--- config.mk ---
export PLATFORM = sky130hd
export DESIGN_NAME = css_switcher
export DESIGN_NICKNAME = d
export VERILOG_FILES = /design/src/hdl/css_pkg.sv /design/src/hdl/css_switcher.sv
export SDC_FILE = /design/constraint.sdc
export NUM_CORES = 1
export LEC_CHECK = 0
export ABC_AREA = 1
export BUFFER_PORTS_ARGS = -buffer_cell sky130_fd_sc_hd__buf_2
export CAP_MARGIN = 30
export CORE_MARGIN = 2
export CORE_UTILIZATION = 30
export DETAILED_ROUTE_END_ITERATION = 10
export HOLD_SLACK_MARGIN = 0.05
export PLACE_DENSITY = 0.48
export SYNTH_ARGS = -nofsm -noshare
export SYNTH_HDL_FRONTEND = slang
export SYNTH_SLANG_ARGS = --single-unit
--- constraint.sdc ---
create_clock -name CLK_SYS_IN -period 4.3 [get_ports CLK_SYS_IN]
set_input_delay 0.215 -clock CLK_SYS_IN [delete_from_list [all_inputs] [get_ports CLK_SYS_IN]]
set_output_delay 0.215 -clock CLK_SYS_IN [all_outputs]
set_load 0.01 [all_outputs]
--- src/hdl/css_pkg.sv ---
// constants, types and register map of the clock source switcher
// assumes a 16-bit plain register port and one system clock
package css_pkg;

  // register addresses on the plain port
  localparam logic [1:0] ADDR_CTRL_LO = 2'h0; // osc_control low byte
  localparam logic [1:0] ADDR_CTRL_HI = 2'h1; // osc_control high byte
  localparam logic [1:0] ADDR_TRIM = 2'h2; // fast_rc_trim

  // unlock keys for the guarded control bytes
  localparam logic [7:0] KEY_HI_1 = 8'h78;
  localparam logic [7:0] KEY_HI_2 = 8'h9a;
  localparam logic [7:0] KEY_LO_1 = 8'h46;
  localparam logic [7:0] KEY_LO_2 = 8'h57;

  // osc_control bit positions
  localparam int BIT_SWITCH_REQ = 0;
  localparam int BIT_SEC_EN = 1;
  localparam int BIT_CLK_FAIL = 3;
  localparam int BIT_PLL_LOCK = 5;
  localparam int BIT_SEL_LOCK = 7;
  localparam int NEXT_LSB = 8;
  localparam int CUR_LSB = 12;

  // trim field
  localparam int TRIM_W = 6;
  localparam logic [5:0] TRIM_RESET = 6'h00;

  // source selection codes
  localparam logic [2:0] SRC_FAST_RC = 3'h0;
  localparam logic [2:0] SRC_FAST_RC_PLL = 3'h1;
  localparam logic [2:0] SRC_PRIMARY = 3'h2;
  localparam logic [2:0] SRC_PRIMARY_PLL = 3'h3;
  localparam logic [2:0] SRC_SECONDARY = 3'h4;
  localparam logic [2:0] SRC_LOW_POWER_RC = 3'h5;
  localparam logic [2:0] SRC_RESERVED = 3'h6;
  localparam logic [2:0] SRC_FAST_RC_DIV = 3'h7;

  // oscillator enable vector bit positions
  localparam int EN_FAST_RC = 0;
  localparam int EN_PRIMARY = 1;
  localparam int EN_SECONDARY = 2;
  localparam int EN_LOW_POWER_RC = 3;
  localparam int EN_PLL = 4;
  localparam int EN_W = 5;

  // new-clock cycles to wait before changing over
  localparam int NEW_CLK_CYCLES = 10;

  typedef enum logic [2:0] {
    SW_IDLE,
    SW_START,
    SW_WAIT_READY,
    SW_COUNT,
    SW_DONE
  } css_state_e;

  // configuration bits, static after power-up
  typedef struct packed {
    logic switch_enable_cfg; // 0 enables switching and fail-safe monitor
    logic [2:0] initial_source_cfg;
    logic [1:0] primary_submode_cfg;
  } css_cfg_s;

endpackage

--- src/hdl/css_switcher.sv ---
// clock source switcher: guarded osc_control register, trim register, switch sequencer
// assumes config bits stable from reset, oscillator status pins asynchronous
//
// The register addresses and strobed register access were left to the implementer.
`timescale 1ns/10ps
module css_switcher
(
  input wire logic CLK_SYS_IN, // 25 MHz system clock
  input wire logic RST_IN, // async reset, active high
  input wire logic CE_IN, // clock enable, freezes state when low
  input wire logic [1:0] ADDR_IN, // register address
  input wire logic [15:0] WDATA_IN, // write data
  input wire logic WR_IN, // write strobe
  input wire logic RD_IN, // read strobe
  output logic [15:0] RDATA_OUT, // read data, cycle after strobe
  input wire css_pkg::css_cfg_s CFG_IN, // configuration bits
  input wire logic WDT_EN_IN, // watchdog enabled, keeps low-power rc
  input wire logic SRC_READY_IN, // async: started source past startup
  input wire logic PLL_LOCK_IN, // async: pll lock detect
  input wire logic NEW_CLK_IN, // async: the new source clock itself
  input wire logic CLOCK_FAIL_IN, // async: monitor saw a clock failure
  output logic [css_pkg::EN_W-1:0] OSC_EN_OUT, // oscillator enables
  output logic [2:0] SYS_CLK_SEL_OUT, // system clock source select
  output logic [1:0] PRI_SUBMODE_OUT, // primary submode to the oscillator
  output logic [css_pkg::TRIM_W-1:0] TRIM_OUT // fast rc trim
);

  // oscillators that a source code needs running
  function automatic logic [css_pkg::EN_W-1:0] src_needs(input logic [2:0] code);
    logic [css_pkg::EN_W-1:0] m;
    m = '0;
    case (code)
      css_pkg::SRC_FAST_RC: m[css_pkg::EN_FAST_RC] = 1'b1;
      css_pkg::SRC_FAST_RC_DIV: m[css_pkg::EN_FAST_RC] = 1'b1;
      css_pkg::SRC_FAST_RC_PLL:
      begin
        m[css_pkg::EN_FAST_RC] = 1'b1;
        m[css_pkg::EN_PLL] = 1'b1;
      end
      css_pkg::SRC_PRIMARY: m[css_pkg::EN_PRIMARY] = 1'b1;
      css_pkg::SRC_PRIMARY_PLL:
      begin
        m[css_pkg::EN_PRIMARY] = 1'b1;
        m[css_pkg::EN_PLL] = 1'b1;
      end
      css_pkg::SRC_SECONDARY: m[css_pkg::EN_SECONDARY] = 1'b1;
      css_pkg::SRC_LOW_POWER_RC: m[css_pkg::EN_LOW_POWER_RC] = 1'b1;
      default: m = '0;
    endcase
    return m;
  endfunction

  // registers
  logic [2:0] cur_q;
  logic [2:0] next_q;
  logic req_q;
  logic sec_en_q;
  logic fail_q;
  logic lock_q;
  logic sel_lock_q;
  logic [css_pkg::TRIM_W-1:0] trim_q;
  logic [1:0] hi_stage_q;
  logic [1:0] lo_stage_q;
  logic cfg_loaded_q;
  logic [1:0] submode_q;
  logic sw_disable_q;
  css_pkg::css_state_e state_q;
  css_pkg::css_state_e state_d;
  logic [3:0] cnt_q;
  logic [15:0] rdata_q;

  // synchronisers for the asynchronous status pins
  logic [1:0] ready_sync_q;
  logic [1:0] lock_sync_q;
  logic [1:0] fail_sync_q;
  logic [2:0] nclk_sync_q;

  always_ff @(posedge CLK_SYS_IN or posedge RST_IN)
  begin
    if (RST_IN)
    begin
      ready_sync_q <= 2'h0;
      lock_sync_q <= 2'h0;
      fail_sync_q <= 2'h0;
      nclk_sync_q <= 3'h0;
    end
    else if (CE_IN)
    begin
      ready_sync_q <= {ready_sync_q[0], SRC_READY_IN};
      lock_sync_q <= {lock_sync_q[0], PLL_LOCK_IN};
      fail_sync_q <= {fail_sync_q[0], CLOCK_FAIL_IN};
      nclk_sync_q <= {nclk_sync_q[1:0], NEW_CLK_IN};
    end
  end

  wire src_ready = ready_sync_q[1];
  wire pll_locked = lock_sync_q[1];
  wire clk_failed = fail_sync_q[1];
  // edge taken between second and third flop, never on the first
  wire nclk_rise = nclk_sync_q[1] & ~nclk_sync_q[2];

  // switching is enabled only while the config bit is 0
  wire sw_enabled = cfg_loaded_q & ~sw_disable_q;
  wire monitor_on = sw_enabled; // monitor shares the same enable
  wire sel_locked = monitor_on & sel_lock_q;

  // write decode
  wire wr_lo = WR_IN & (ADDR_IN == css_pkg::ADDR_CTRL_LO);
  wire wr_hi = WR_IN & (ADDR_IN == css_pkg::ADDR_CTRL_HI);
  wire wr_trim = WR_IN & (ADDR_IN == css_pkg::ADDR_TRIM);
  wire [7:0] wbyte = WDATA_IN[7:0];
  // a guarded write lands only on the write right after the two keys
  wire hi_open = wr_hi & (hi_stage_q == 2'h2);
  wire lo_open = wr_lo & (lo_stage_q == 2'h2);
  wire next_wr = hi_open & sw_enabled & ~req_q & ~sel_locked;
  wire req_wr = lo_open & sw_enabled & ~sel_locked & wbyte[css_pkg::BIT_SWITCH_REQ];

  // unlock key trackers: any other write breaks the chain
  always_ff @(posedge CLK_SYS_IN or posedge RST_IN)
  begin
    if (RST_IN)
    begin
      hi_stage_q <= 2'h0;
      lo_stage_q <= 2'h0;
    end
    else if (CE_IN && WR_IN)
    begin
      hi_stage_q <= (wr_hi && wbyte == css_pkg::KEY_HI_1) ? 2'h1 :
                    (wr_hi && hi_stage_q == 2'h1 && wbyte == css_pkg::KEY_HI_2) ? 2'h2 :
                    2'h0;
      lo_stage_q <= (wr_lo && wbyte == css_pkg::KEY_LO_1) ? 2'h1 :
                    (wr_lo && lo_stage_q == 2'h1 && wbyte == css_pkg::KEY_LO_2) ? 2'h2 :
                    2'h0;
    end
  end

  // config capture after reset release; a strap is never loaded by the reset itself
  always_ff @(posedge CLK_SYS_IN or posedge RST_IN)
  begin
    if (RST_IN)
    begin
      cfg_loaded_q <= 1'b0;
      sw_disable_q <= 1'b1;
      submode_q <= 2'h0;
    end
    else if (CE_IN && !cfg_loaded_q)
    begin
      cfg_loaded_q <= 1'b1;
      sw_disable_q <= CFG_IN.switch_enable_cfg;
      submode_q <= CFG_IN.primary_submode_cfg;
    end
  end

  // sequencer next state; the core keeps running, nothing here stalls it
  wire same_src = (cur_q == next_q);
  // named masks, since a bit cannot be picked straight off a function call
  wire [css_pkg::EN_W-1:0] next_needs = src_needs(next_q);
  wire [css_pkg::EN_W-1:0] cur_needs = src_needs(cur_q);
  wire needs_pll = next_needs[css_pkg::EN_PLL];
  wire new_ready = src_ready & (~needs_pll | pll_locked);
  wire cnt_done = nclk_rise & (cnt_q == 4'(css_pkg::NEW_CLK_CYCLES - 1));

  always_comb
  begin
    state_d = state_q;
    case (state_q)
      css_pkg::SW_IDLE: if (req_q) state_d = css_pkg::SW_START;
      css_pkg::SW_START: state_d = same_src ? css_pkg::SW_IDLE : css_pkg::SW_WAIT_READY;
      css_pkg::SW_WAIT_READY: if (new_ready) state_d = css_pkg::SW_COUNT;
      css_pkg::SW_COUNT: if (cnt_done) state_d = css_pkg::SW_DONE;
      css_pkg::SW_DONE: state_d = css_pkg::SW_IDLE;
      default: state_d = css_pkg::SW_IDLE;
    endcase
  end

  wire sw_start_valid = (state_q == css_pkg::SW_START) & ~same_src;
  wire sw_abort = (state_q == css_pkg::SW_START) & same_src;
  wire sw_done = (state_q == css_pkg::SW_DONE);

  // sequencer state and new-clock cycle counter
  always_ff @(posedge CLK_SYS_IN or posedge RST_IN)
  begin
    if (RST_IN)
    begin
      state_q <= css_pkg::SW_IDLE;
      cnt_q <= 4'h0;
    end
    else if (CE_IN)
    begin
      state_q <= sw_enabled ? state_d : css_pkg::SW_IDLE;
      if (state_q != css_pkg::SW_COUNT)
        cnt_q <= 4'h0;
      else if (nclk_rise)
        cnt_q <= cnt_q + 4'h1;
    end
  end

  // selection fields: current follows initial cfg, later copied from next
  always_ff @(posedge CLK_SYS_IN or posedge RST_IN)
  begin
    if (RST_IN)
    begin
      cur_q <= css_pkg::SRC_FAST_RC_DIV;
      next_q <= css_pkg::SRC_FAST_RC_DIV;
    end
    else if (CE_IN)
    begin
      if (!cfg_loaded_q)
      begin
        cur_q <= CFG_IN.initial_source_cfg;
        next_q <= CFG_IN.initial_source_cfg;
      end
      else
      begin
        if (sw_done)
          cur_q <= next_q;
        if (next_wr)
          next_q <= WDATA_IN[2:0];
      end
    end
  end

  // low-byte control and status bits
  always_ff @(posedge CLK_SYS_IN or posedge RST_IN)
  begin
    if (RST_IN)
    begin
      req_q <= 1'b0;
      sec_en_q <= 1'b0;
      fail_q <= 1'b0;
      sel_lock_q <= 1'b0;
      lock_q <= 1'b0;
    end
    else if (CE_IN)
    begin
      // disabled switching pins the request at zero
      if (!sw_enabled)
        req_q <= 1'b0;
      else if (sw_abort || sw_done)
        req_q <= 1'b0;
      else if (req_wr)
        req_q <= 1'b1;
      if (lo_open)
        sec_en_q <= wbyte[css_pkg::BIT_SEC_EN];
      if (lo_open && wbyte[css_pkg::BIT_SEL_LOCK])
        sel_lock_q <= 1'b1; // set-only
      // monitor set beats any clear in the same cycle
      if (monitor_on && clk_failed)
        fail_q <= 1'b1;
      else if (sw_start_valid || (lo_open && !wbyte[css_pkg::BIT_CLK_FAIL]))
        fail_q <= 1'b0;
      // lock cleared at switch start and in non-pll modes
      if (sw_start_valid)
        lock_q <= 1'b0;
      else if (state_q == css_pkg::SW_IDLE)
        lock_q <= cur_needs[css_pkg::EN_PLL] & pll_locked;
      else
        lock_q <= needs_pll & pll_locked;
    end
  end

  // trim register
  always_ff @(posedge CLK_SYS_IN or posedge RST_IN)
  begin
    if (RST_IN)
      trim_q <= css_pkg::TRIM_RESET;
    else if (CE_IN && wr_trim)
      trim_q <= WDATA_IN[css_pkg::TRIM_W-1:0];
  end

  // read mux: unused and unimplemented bits read zero
  wire [15:0] ctrl_word = {1'b0, cur_q, 1'b0, next_q, sel_lock_q, 1'b0, lock_q,
                           1'b0, fail_q, 1'b0, sec_en_q, req_q};
  wire [15:0] rd_mux = (ADDR_IN == css_pkg::ADDR_CTRL_LO) ? ctrl_word :
                       (ADDR_IN == css_pkg::ADDR_CTRL_HI) ? {8'h00, ctrl_word[15:8]} :
                       (ADDR_IN == css_pkg::ADDR_TRIM) ? {10'h000, trim_q} :
                       16'h0000;

  always_ff @(posedge CLK_SYS_IN or posedge RST_IN)
  begin
    if (RST_IN)
      rdata_q <= 16'h0000;
    else if (CE_IN)
      rdata_q <= RD_IN ? rd_mux : 16'h0000;
  end

  // enables: current, plus target in the ready wait and count states, plus kept sources
  wire switching = (state_q == css_pkg::SW_WAIT_READY) | (state_q == css_pkg::SW_COUNT);
  wire [css_pkg::EN_W-1:0] keep_mask =
    ({css_pkg::EN_W{WDT_EN_IN | monitor_on}} & src_needs(css_pkg::SRC_LOW_POWER_RC)) |
    ({css_pkg::EN_W{sec_en_q}} & src_needs(css_pkg::SRC_SECONDARY));
  wire [css_pkg::EN_W-1:0] en_mask = src_needs(cur_q) |
    (switching ? src_needs(next_q) : '0) | keep_mask;

  assign RDATA_OUT = rdata_q;
  assign OSC_EN_OUT = en_mask;
  assign SYS_CLK_SEL_OUT = cur_q;
  assign PRI_SUBMODE_OUT = submode_q;
  assign TRIM_OUT = trim_q;
endmodule

==> results of run 1 <==
==> worst max-delay path, cell delays in order, from the launching register on <==
cell and delay, ns:
dfstp_2 0.52, inv_1 0.05, nand2_1 0.17, inv_1 0.13, a311oi_1 0.19, o21ai_0 0.14
buf_2 0.16
==> Yosys cell counts <==
cell type	count	area, um2
inv_1	35	131
a31oi_1	1	6.26
nand2_4	1	11.3
a21oi_1	6	30.0
conb_1	1	3.75
o22ai_1	2	12.5
ha_1	2	25.0
o21a_1	1	7.51
o21ai_1	11	55.1
buf_1	1	3.75
xnor2_1	1	8.76
dfrtp_1	48	1200
o2111ai_1	2	17.5
mux2_2	2	22.5
a311oi_1	1	8.76
inv_2	6	22.5
buf_2	1	5.00
nor2_4	3	33.8
nand3_1	20	100
nor3_1	7	35.0
nand4_1	2	12.5
nand3_2	1	10.0
nand2_1	102	383
o211ai_1	3	22.5
dfstp_2	7	184
nor3_4	1	16.3
buf_4	3	22.5
o21ai_0	39	195
clkbuf_1	3	11.3
o311ai_0	1	8.76
clkinv_1	1	3.75
xor2_1	2	17.5
a32o_1	2	20.0
nor2_2	3	18.8
nor2_1	14	52.6
nand3b_1	1	7.51
==> routing by layer <==
metal	up-vias	global-route usage, %	share of wire (%)
met3	5	2.32	3.3
li1	1205	-	-
met2	43	23.2	45
met1	1111	21.9	50
met5	-	0	0
met4	0	3.79	1.0
==> through the flow <==
step	total power, mW	std cells	setup WS (ns)	utilization, %	area (um2)
global route	1.11	502	2.27	36.6	3200
CTS	1.06	502	2.35	36.6	3200
detailed placement	0.749	494	2.68	35.5	3110
floorplan	0.675	338	2.75	-	2730
global placement	0.749	494	2.67	35.5	3110
finish	1.05	502	2.43	36.6	3200
==> state kept, by name, indices dropped and copies added (netlist names) <==
register         cells
PRI_SUBMODE_OUT      2
RDATA_OUT           14
SYS_CLK_SEL_OUT      3
TRIM_OUT             6
cfg_loaded_q         1
cnt_q                4
fail_q               1
fail_sync_q          2
hi_stage_q           2
lo_stage_q           2
lock_q               1
lock_sync_q          2
nclk_sync_q          3
next_q               3
ready_sync_q         2
req_q                1
sec_en_q             1
sel_lock_q           1
state_q              3
sw_disable_q         1
==> logic make-up after synthesis <==
kind of cell    count (synthesis)
compound gates                 69
xor+xnor                        3
fa+ha+maj                       2
buf+inv                        50
flops                          55
mux                             2
other cells                     1
simple gates                  155
==> report_power, final <==
group / switching, mW / leakage [nW] / internal [mW] / total [mW]
Combinational: 0.0946 / 0.880 / 0.0563 / 0.151
Sequential: 0.0292 / 0.695 / 0.554 / 0.584
Clock: 0.179 / 0.0516 / 0.132 / 0.311
Total: 0.303 / 1.63 / 0.743 / 1.05
==> path summary, 6_finish.rpt <==
path                                 from         endpoint  cells past startpoint
setup reg to reg             sw_disable_q       state_q[0]                      9
min in group CLK_SYS_IN      SRC_READY_IN  ready_sync_q[0]                      3
hold / removal                     RST_IN    RDATA_OUT[12]                      3
hold reg to reg            nclk_sync_q[0]   nclk_sync_q[0]                      2
max in group asynchronous          RST_IN     cfg_loaded_q                      3
setup / recovery             sw_disable_q    OSC_EN_OUT[3]                      6
==> final cells by class <==
type | count | area (um2) | area share (%)
tap | 108 | 135 | 4.22
timing repair buffer | 56 | 283 | 8.83
multi-input combinational | 233 | 1150 | 35.8
clock buffer | 6 | 82.6 | 2.58
clock inverter | 2 | 13.8 | 0.430
sequential | 55 | 1390 | 43.2
inverter | 42 | 158 | 4.92
==> cells in the final DEF, fill, tap and decap left out, types with 2 or more instances in the layout <==
cell,n
nand3_1,20
o21ai_0,39
nand4_1,2
nor2_1,14
clkbuf_8,6
buf_2,55
nand2_1,102
o211ai_1,3
nor3_1,7
a21oi_1,6
dfrtp_1,48
dfstp_2,7
inv_1,34
o21ai_1,11
xor2_1,2
conb_1,2
o2111ai_1,2
nor2_2,3
ha_1,2
o22ai_1,2
nor2_4,3
a32o_1,2
mux2_2,2
inv_2,7
==> metrics.md, run 1 <==
| Metric | Value |
|---|---|
| Status | finished, final reports clean |
| Global-route wire length before repair | 11700 um |
| Final critical-path required period | 1.87 ns |
| Pre-Repair DR Iteration Count | 5 |
| Total number of H-tree levels | 2 |
| Final Slew Violations | 0 |
| GRT Util Overall | ~15% |
| Worst ir drop on vdd | roughly 0.14 mV |
| Unrepaired setup endpoints after global routing | false |
| Chip Width | between 90 and 100 um |
| Clock tree from TritonCTS | yes |
| Final GP Congestion | 0.797 |
| Starting Density | 31.1% |
| Relative max-transition margin | about 53% |
| Fillers | 978 |
| Num CTS Buffers | 5 |
| Hold bufs inserted after CTS | 0 |
| Number of clock sinks | 55 |
| Hold WC Path Type | in2async |
| Core region area | approximately 0.0088 mm2 |
| Die Footprint | 0.00987 mm2 |
| Routed length per instance | 14.0 um |
| Resized cells post-CTS | 0 |
| Placed wire-length estimate after detailed placement | 5330 um |
| Largest net degree at the start of global routing | 56 |
| Initial antenna violation count | 0 |
| Wire length after detailed routing | 7050 um |
| Critical path data arrival time | roughly 1.7 ns |
| Die outline height | a little under 100 um |
| Type of the worst setup path | reg2out |
| Vias per cell | 4.71 |
| Post-synthesis share of cell area spent on full adders, half adders and majority gates | 0.917% |
| Area added between synthesis and finish | 17.4% |
| Number of buffers added on ports | 55 |
| Syn. warnings | 0 |
| Power per cell area | around 330 mW/mm2 |
| Total negative slack for setup checks | 0 ns |
| Hold violation count in the final report | 0 |
| Synth Instances | 337 |
| Launching element type of the critical path | flop |
| Hold Slack | 0.0666 ns |
| Number of violations of the max-capacitance limit | 0 |
| Multiplexer share of the synthesized area | 0.826% |
| Xor and xnor fraction of the mapped netlist area | 0.963% |
| FF+latch count, synth | 55 |
| Final Skew | approximately 0.02 ns |
| Dominant combinational cell family by area after synthesis | simple AND/OR/NAND/NOR gates |
| Proportion of synthesized chip area in sequential cells | 50.8% |
| Worst reg-to-reg setup slack | approximately 2.9 ns |
| DR iter-0 viols | 106 |
| Average instance area after synthesis | 8.09 um2 |
| Root buffer cell | clkbuf_8 |
| Bufs on Longest Clock Path | 2 |
| Area fraction in compound gates after synthesis | about 14% |
| Cell area after synthesis | 0.00273 mm2 |
| Final period util | a little over two fifths |
| Leakage Power | between 1.5 and 2 nW |
| Simple-gate area share of the yosys netlist | 25.0% |
| Total DRC errors in the routed layout | 0 |
| Diodes inserted | 0 |
| Via count of the first global-routing pass | 2271 |
| Top Ports | 66 |
| WP data required | 4.09 ns |
| Critical Path Sink Type | primary output |
| Max FO, Critical Path | 5 |
| Achievable clock frequency | 534 MHz |
| Number of nets still failing antenna checks after routing | 0 |
| Global-route congestion overflow total | 0 |
| Share of post-route cells with drive strength above 1 | 22.6% |
| Post-CTS clock slew at the launch and capture registers of the worst setup and hold paths | 0.11 ns |
| Worst skew pair latency | 0.32 ns |
| Total number of vias | 2364 |
| Worst Tran Pin Value | 0.711 ns |
| Final net count | 429 |
| Row Count | 34 |
| # Post-CTS Setup Buffers | 0 |
| Number of setup violations in the final report | 0 |
| Number of distinct library cells after synthesis | 36 |
Power figures use the tool's default switching activity.
==> run 2: changes to the inputs <==
--- a/config.mk
+++ b/config.mk
@@ -12,7 +12,7 @@
 export CORE_UTILIZATION = 30
 export DETAILED_ROUTE_END_ITERATION = 10
 export HOLD_SLACK_MARGIN = 0.05
-export PLACE_DENSITY = 0.48
+export PLACE_DENSITY = 0.5
 export SYNTH_ARGS = -nofsm -noshare
 export SYNTH_HDL_FRONTEND = slang
 export SYNTH_SLANG_ARGS = --single-unit
==> constraint.sdc (replaced) <==
create_clock -name CLK_SYS_IN -period 1.7 [get_ports CLK_SYS_IN]
set_input_delay 0.085 -clock CLK_SYS_IN [delete_from_list [all_inputs] [get_ports CLK_SYS_IN]]
set_output_delay 0.085 -clock CLK_SYS_IN [all_outputs]
set_load 0.01 [all_outputs]
==> metrics.md, run 2 (synthesized netlist as in run 1, its figures left out) <==
| Metric | Value |
|---|---|
| Unrepaired setup endpoints after global routing | false |
| Bufs on Longest Clock Path | 2 |
| Number of violations of the max-capacitance limit | 0 |
| Leading cell types in the layout, fill and taps excluded | 101 x nand2_1, 55 x buf_2, 48 x dfrtp_1 |
| Largest net degree at the start of global routing | 30 |
| Pre-Repair DR Iteration Count | 4 |
| Share of post-route cells with drive strength above 1 | 23.5% |
| Worst ir drop on vdd | 0.399 mV |
| Slowest cell on the critical path | dfstp_2 |
| Via count of the first global-routing pass | 2415 |
| Clock tree from TritonCTS | yes |
| Max FO, Critical Path | 6 |
| Critical Path Sink Type | primary output |
| Finished layout cell area | 0.00337 mm2 |
| Placed wire-length estimate after detailed placement | 5540 um |
| Number of nets still failing antenna checks after routing | 0 |
| Starting Density | 31.1% |
| Total number of H-tree levels | 2 |
| Delay of the slowest cell on the worst path | 0.63 ns |
| Power per cell area | just over 800 mW/mm2 |
| Type of the worst setup path | reg2out |
| Flip-flop count of the largest register, all copies and words added | 14 |
| Initial antenna violation count | 0 |
| Vias per cell | between 4 and 5 |
| Placed cell area | 0.00313 mm2 |
| Die outline height | between 90 and 100 um |
| Final critical-path required period | roughly 1.6 ns |
| Die Footprint | 0.00987 mm2 |
| Leading cell type in the layout, fill and taps excluded | nand2_1 |
| Count of placed standard cells including taps | 496 |
| Hold WC Path Type | in2reg |
| Row Count | 34 |
| Wire length after detailed routing | between 7000 and 8000 um |
| Hold Slack | 0.0761 ns |
| WP data required | 1.62 ns |
| Final Skew | about 0.023 ns |
| Area added between synthesis and finish | 23.6% |
| Global-route congestion overflow total | 0 |
| Fillers | 920 |
| Total chip power | 2.78 mW |
| Hold violation count in the final report | 0 |
| Final period util | 95.3% |
| GRT Util Overall | between 10% and 20% |
| Non-Filler Instances | 516 |
| Number of clock sinks | 55 |
| Launching element type of the critical path | flop |
| Achievable clock frequency | 617 MHz |
| Root buffer cell | clkbuf_8 |
| Chip Width | around 99 um |
| Leakage Power | 1.69 nW |
| Top Ports | 66 |
| Final core utilization | 38.5% |
| Total DRC errors in the routed layout | 0 |
| Num CTS Buffers | 5 |
| Worst slack at placement | 0.258 ns |
| Area taken by flip-flops and latches | 0.00139 mm2 |
| Global-route wire length before repair | 12000 um |
| Number of buffers added on ports | 55 |
| Number of setup violations in the final report | 0 |
| Final GP Congestion | 0.850 |
| Area of combinational cells with multiple inputs | 0.00116 mm2 |
| Buf/Inv on CP | 2 |
| Routed length per instance | ~14 um |
| Cells along the critical path | inv_1 > o21ai_0 > a32o_1 > buf_2 |
| Top delay family on crit path | flip-flops |
| Core region area | 0.00876 mm2 |
| Final net count | 443 |
| DR iter-0 viols | 104 |
| Total negative slack for setup checks | 0 ns |
| Status | finished, final reports clean |
| Diodes inserted | 0 |
| Worst-case setup margin in the final layout | 0.0798 ns |
| Total number of vias | 2446 |
| Final Slew Violations | 0 |
| Post-CTS clock slew at the launch and capture registers of the worst setup and hold paths | 0.10 ns |
| Critical path data arrival time | 1.54 ns |
| Worst skew pair latency | approximately 0.31 ns |
-- run 2: changes by cell type in the layout (fill, tap and decap cells not counted), sizes merged --
cell / before / now
bufinv: 0 / 1
buf: 56 / 60
dlygate4sd3: 0 / 10
clkinv: 2 / 1
-- run 2: worst paths after layout --
kind / startpoint / endpoint / slack [ns] / cells after the start
min in group asynchronous: RST_IN / RDATA_OUT[10] / 0.25 / 3
max in group asynchronous: RST_IN / SYS_CLK_SEL_OUT[1] / 0.90 / 4
max reg2reg: sw_disable_q / state_q[0] / 0.35 / 9
min: WDATA_IN[5] / TRIM_OUT[5] / 0.08 / 3
min reg2reg: nclk_sync_q[0] / nclk_sync_q[0] / 0.49 / 2
max: SYS_CLK_SEL_OUT[0] / OSC_EN_OUT[0] / 0.08 / 4
-- run 2: cell type report --
class | count | share of cell area (%)
inverter | 42 | 4.68
clock inverter | 2 | 1.15
timing repair buffer | 70 | 12.6
tap | 108 | 4.01
multi-input combinational | 233 | 34.3
sequential | 55 | 41.1
clock buffer | 6 | 2.15
-- run 2: timing repair --
item	CTS	global route
hold buffers	10	0
buffers inserted	0	2
endpoints found under the setup margin	1	5
endpoints found under the hold margin	57	0
gates resized for setup	2	4
-- run 2: layer usage --
layer  routed length, um  track usage [%]
met5                   0                0
met3                 336             2.67
met4                  40             3.37
met2                3420             24.6
met1                3430             21.1
-- run 2: worst register-to-register path: cells and delay by family, from the launching register on --
kind          cells  cell delay, ns
simple gates      7            0.65
buf+inv           2            0.10
flops             1            0.52
-- run 2: power breakdown --
group          switching (mW)  total (mW)  internal (mW)
combinational           0.256       0.429          0.173
clock                   0.437       0.883          0.446
sequential             0.0697        1.47           1.40
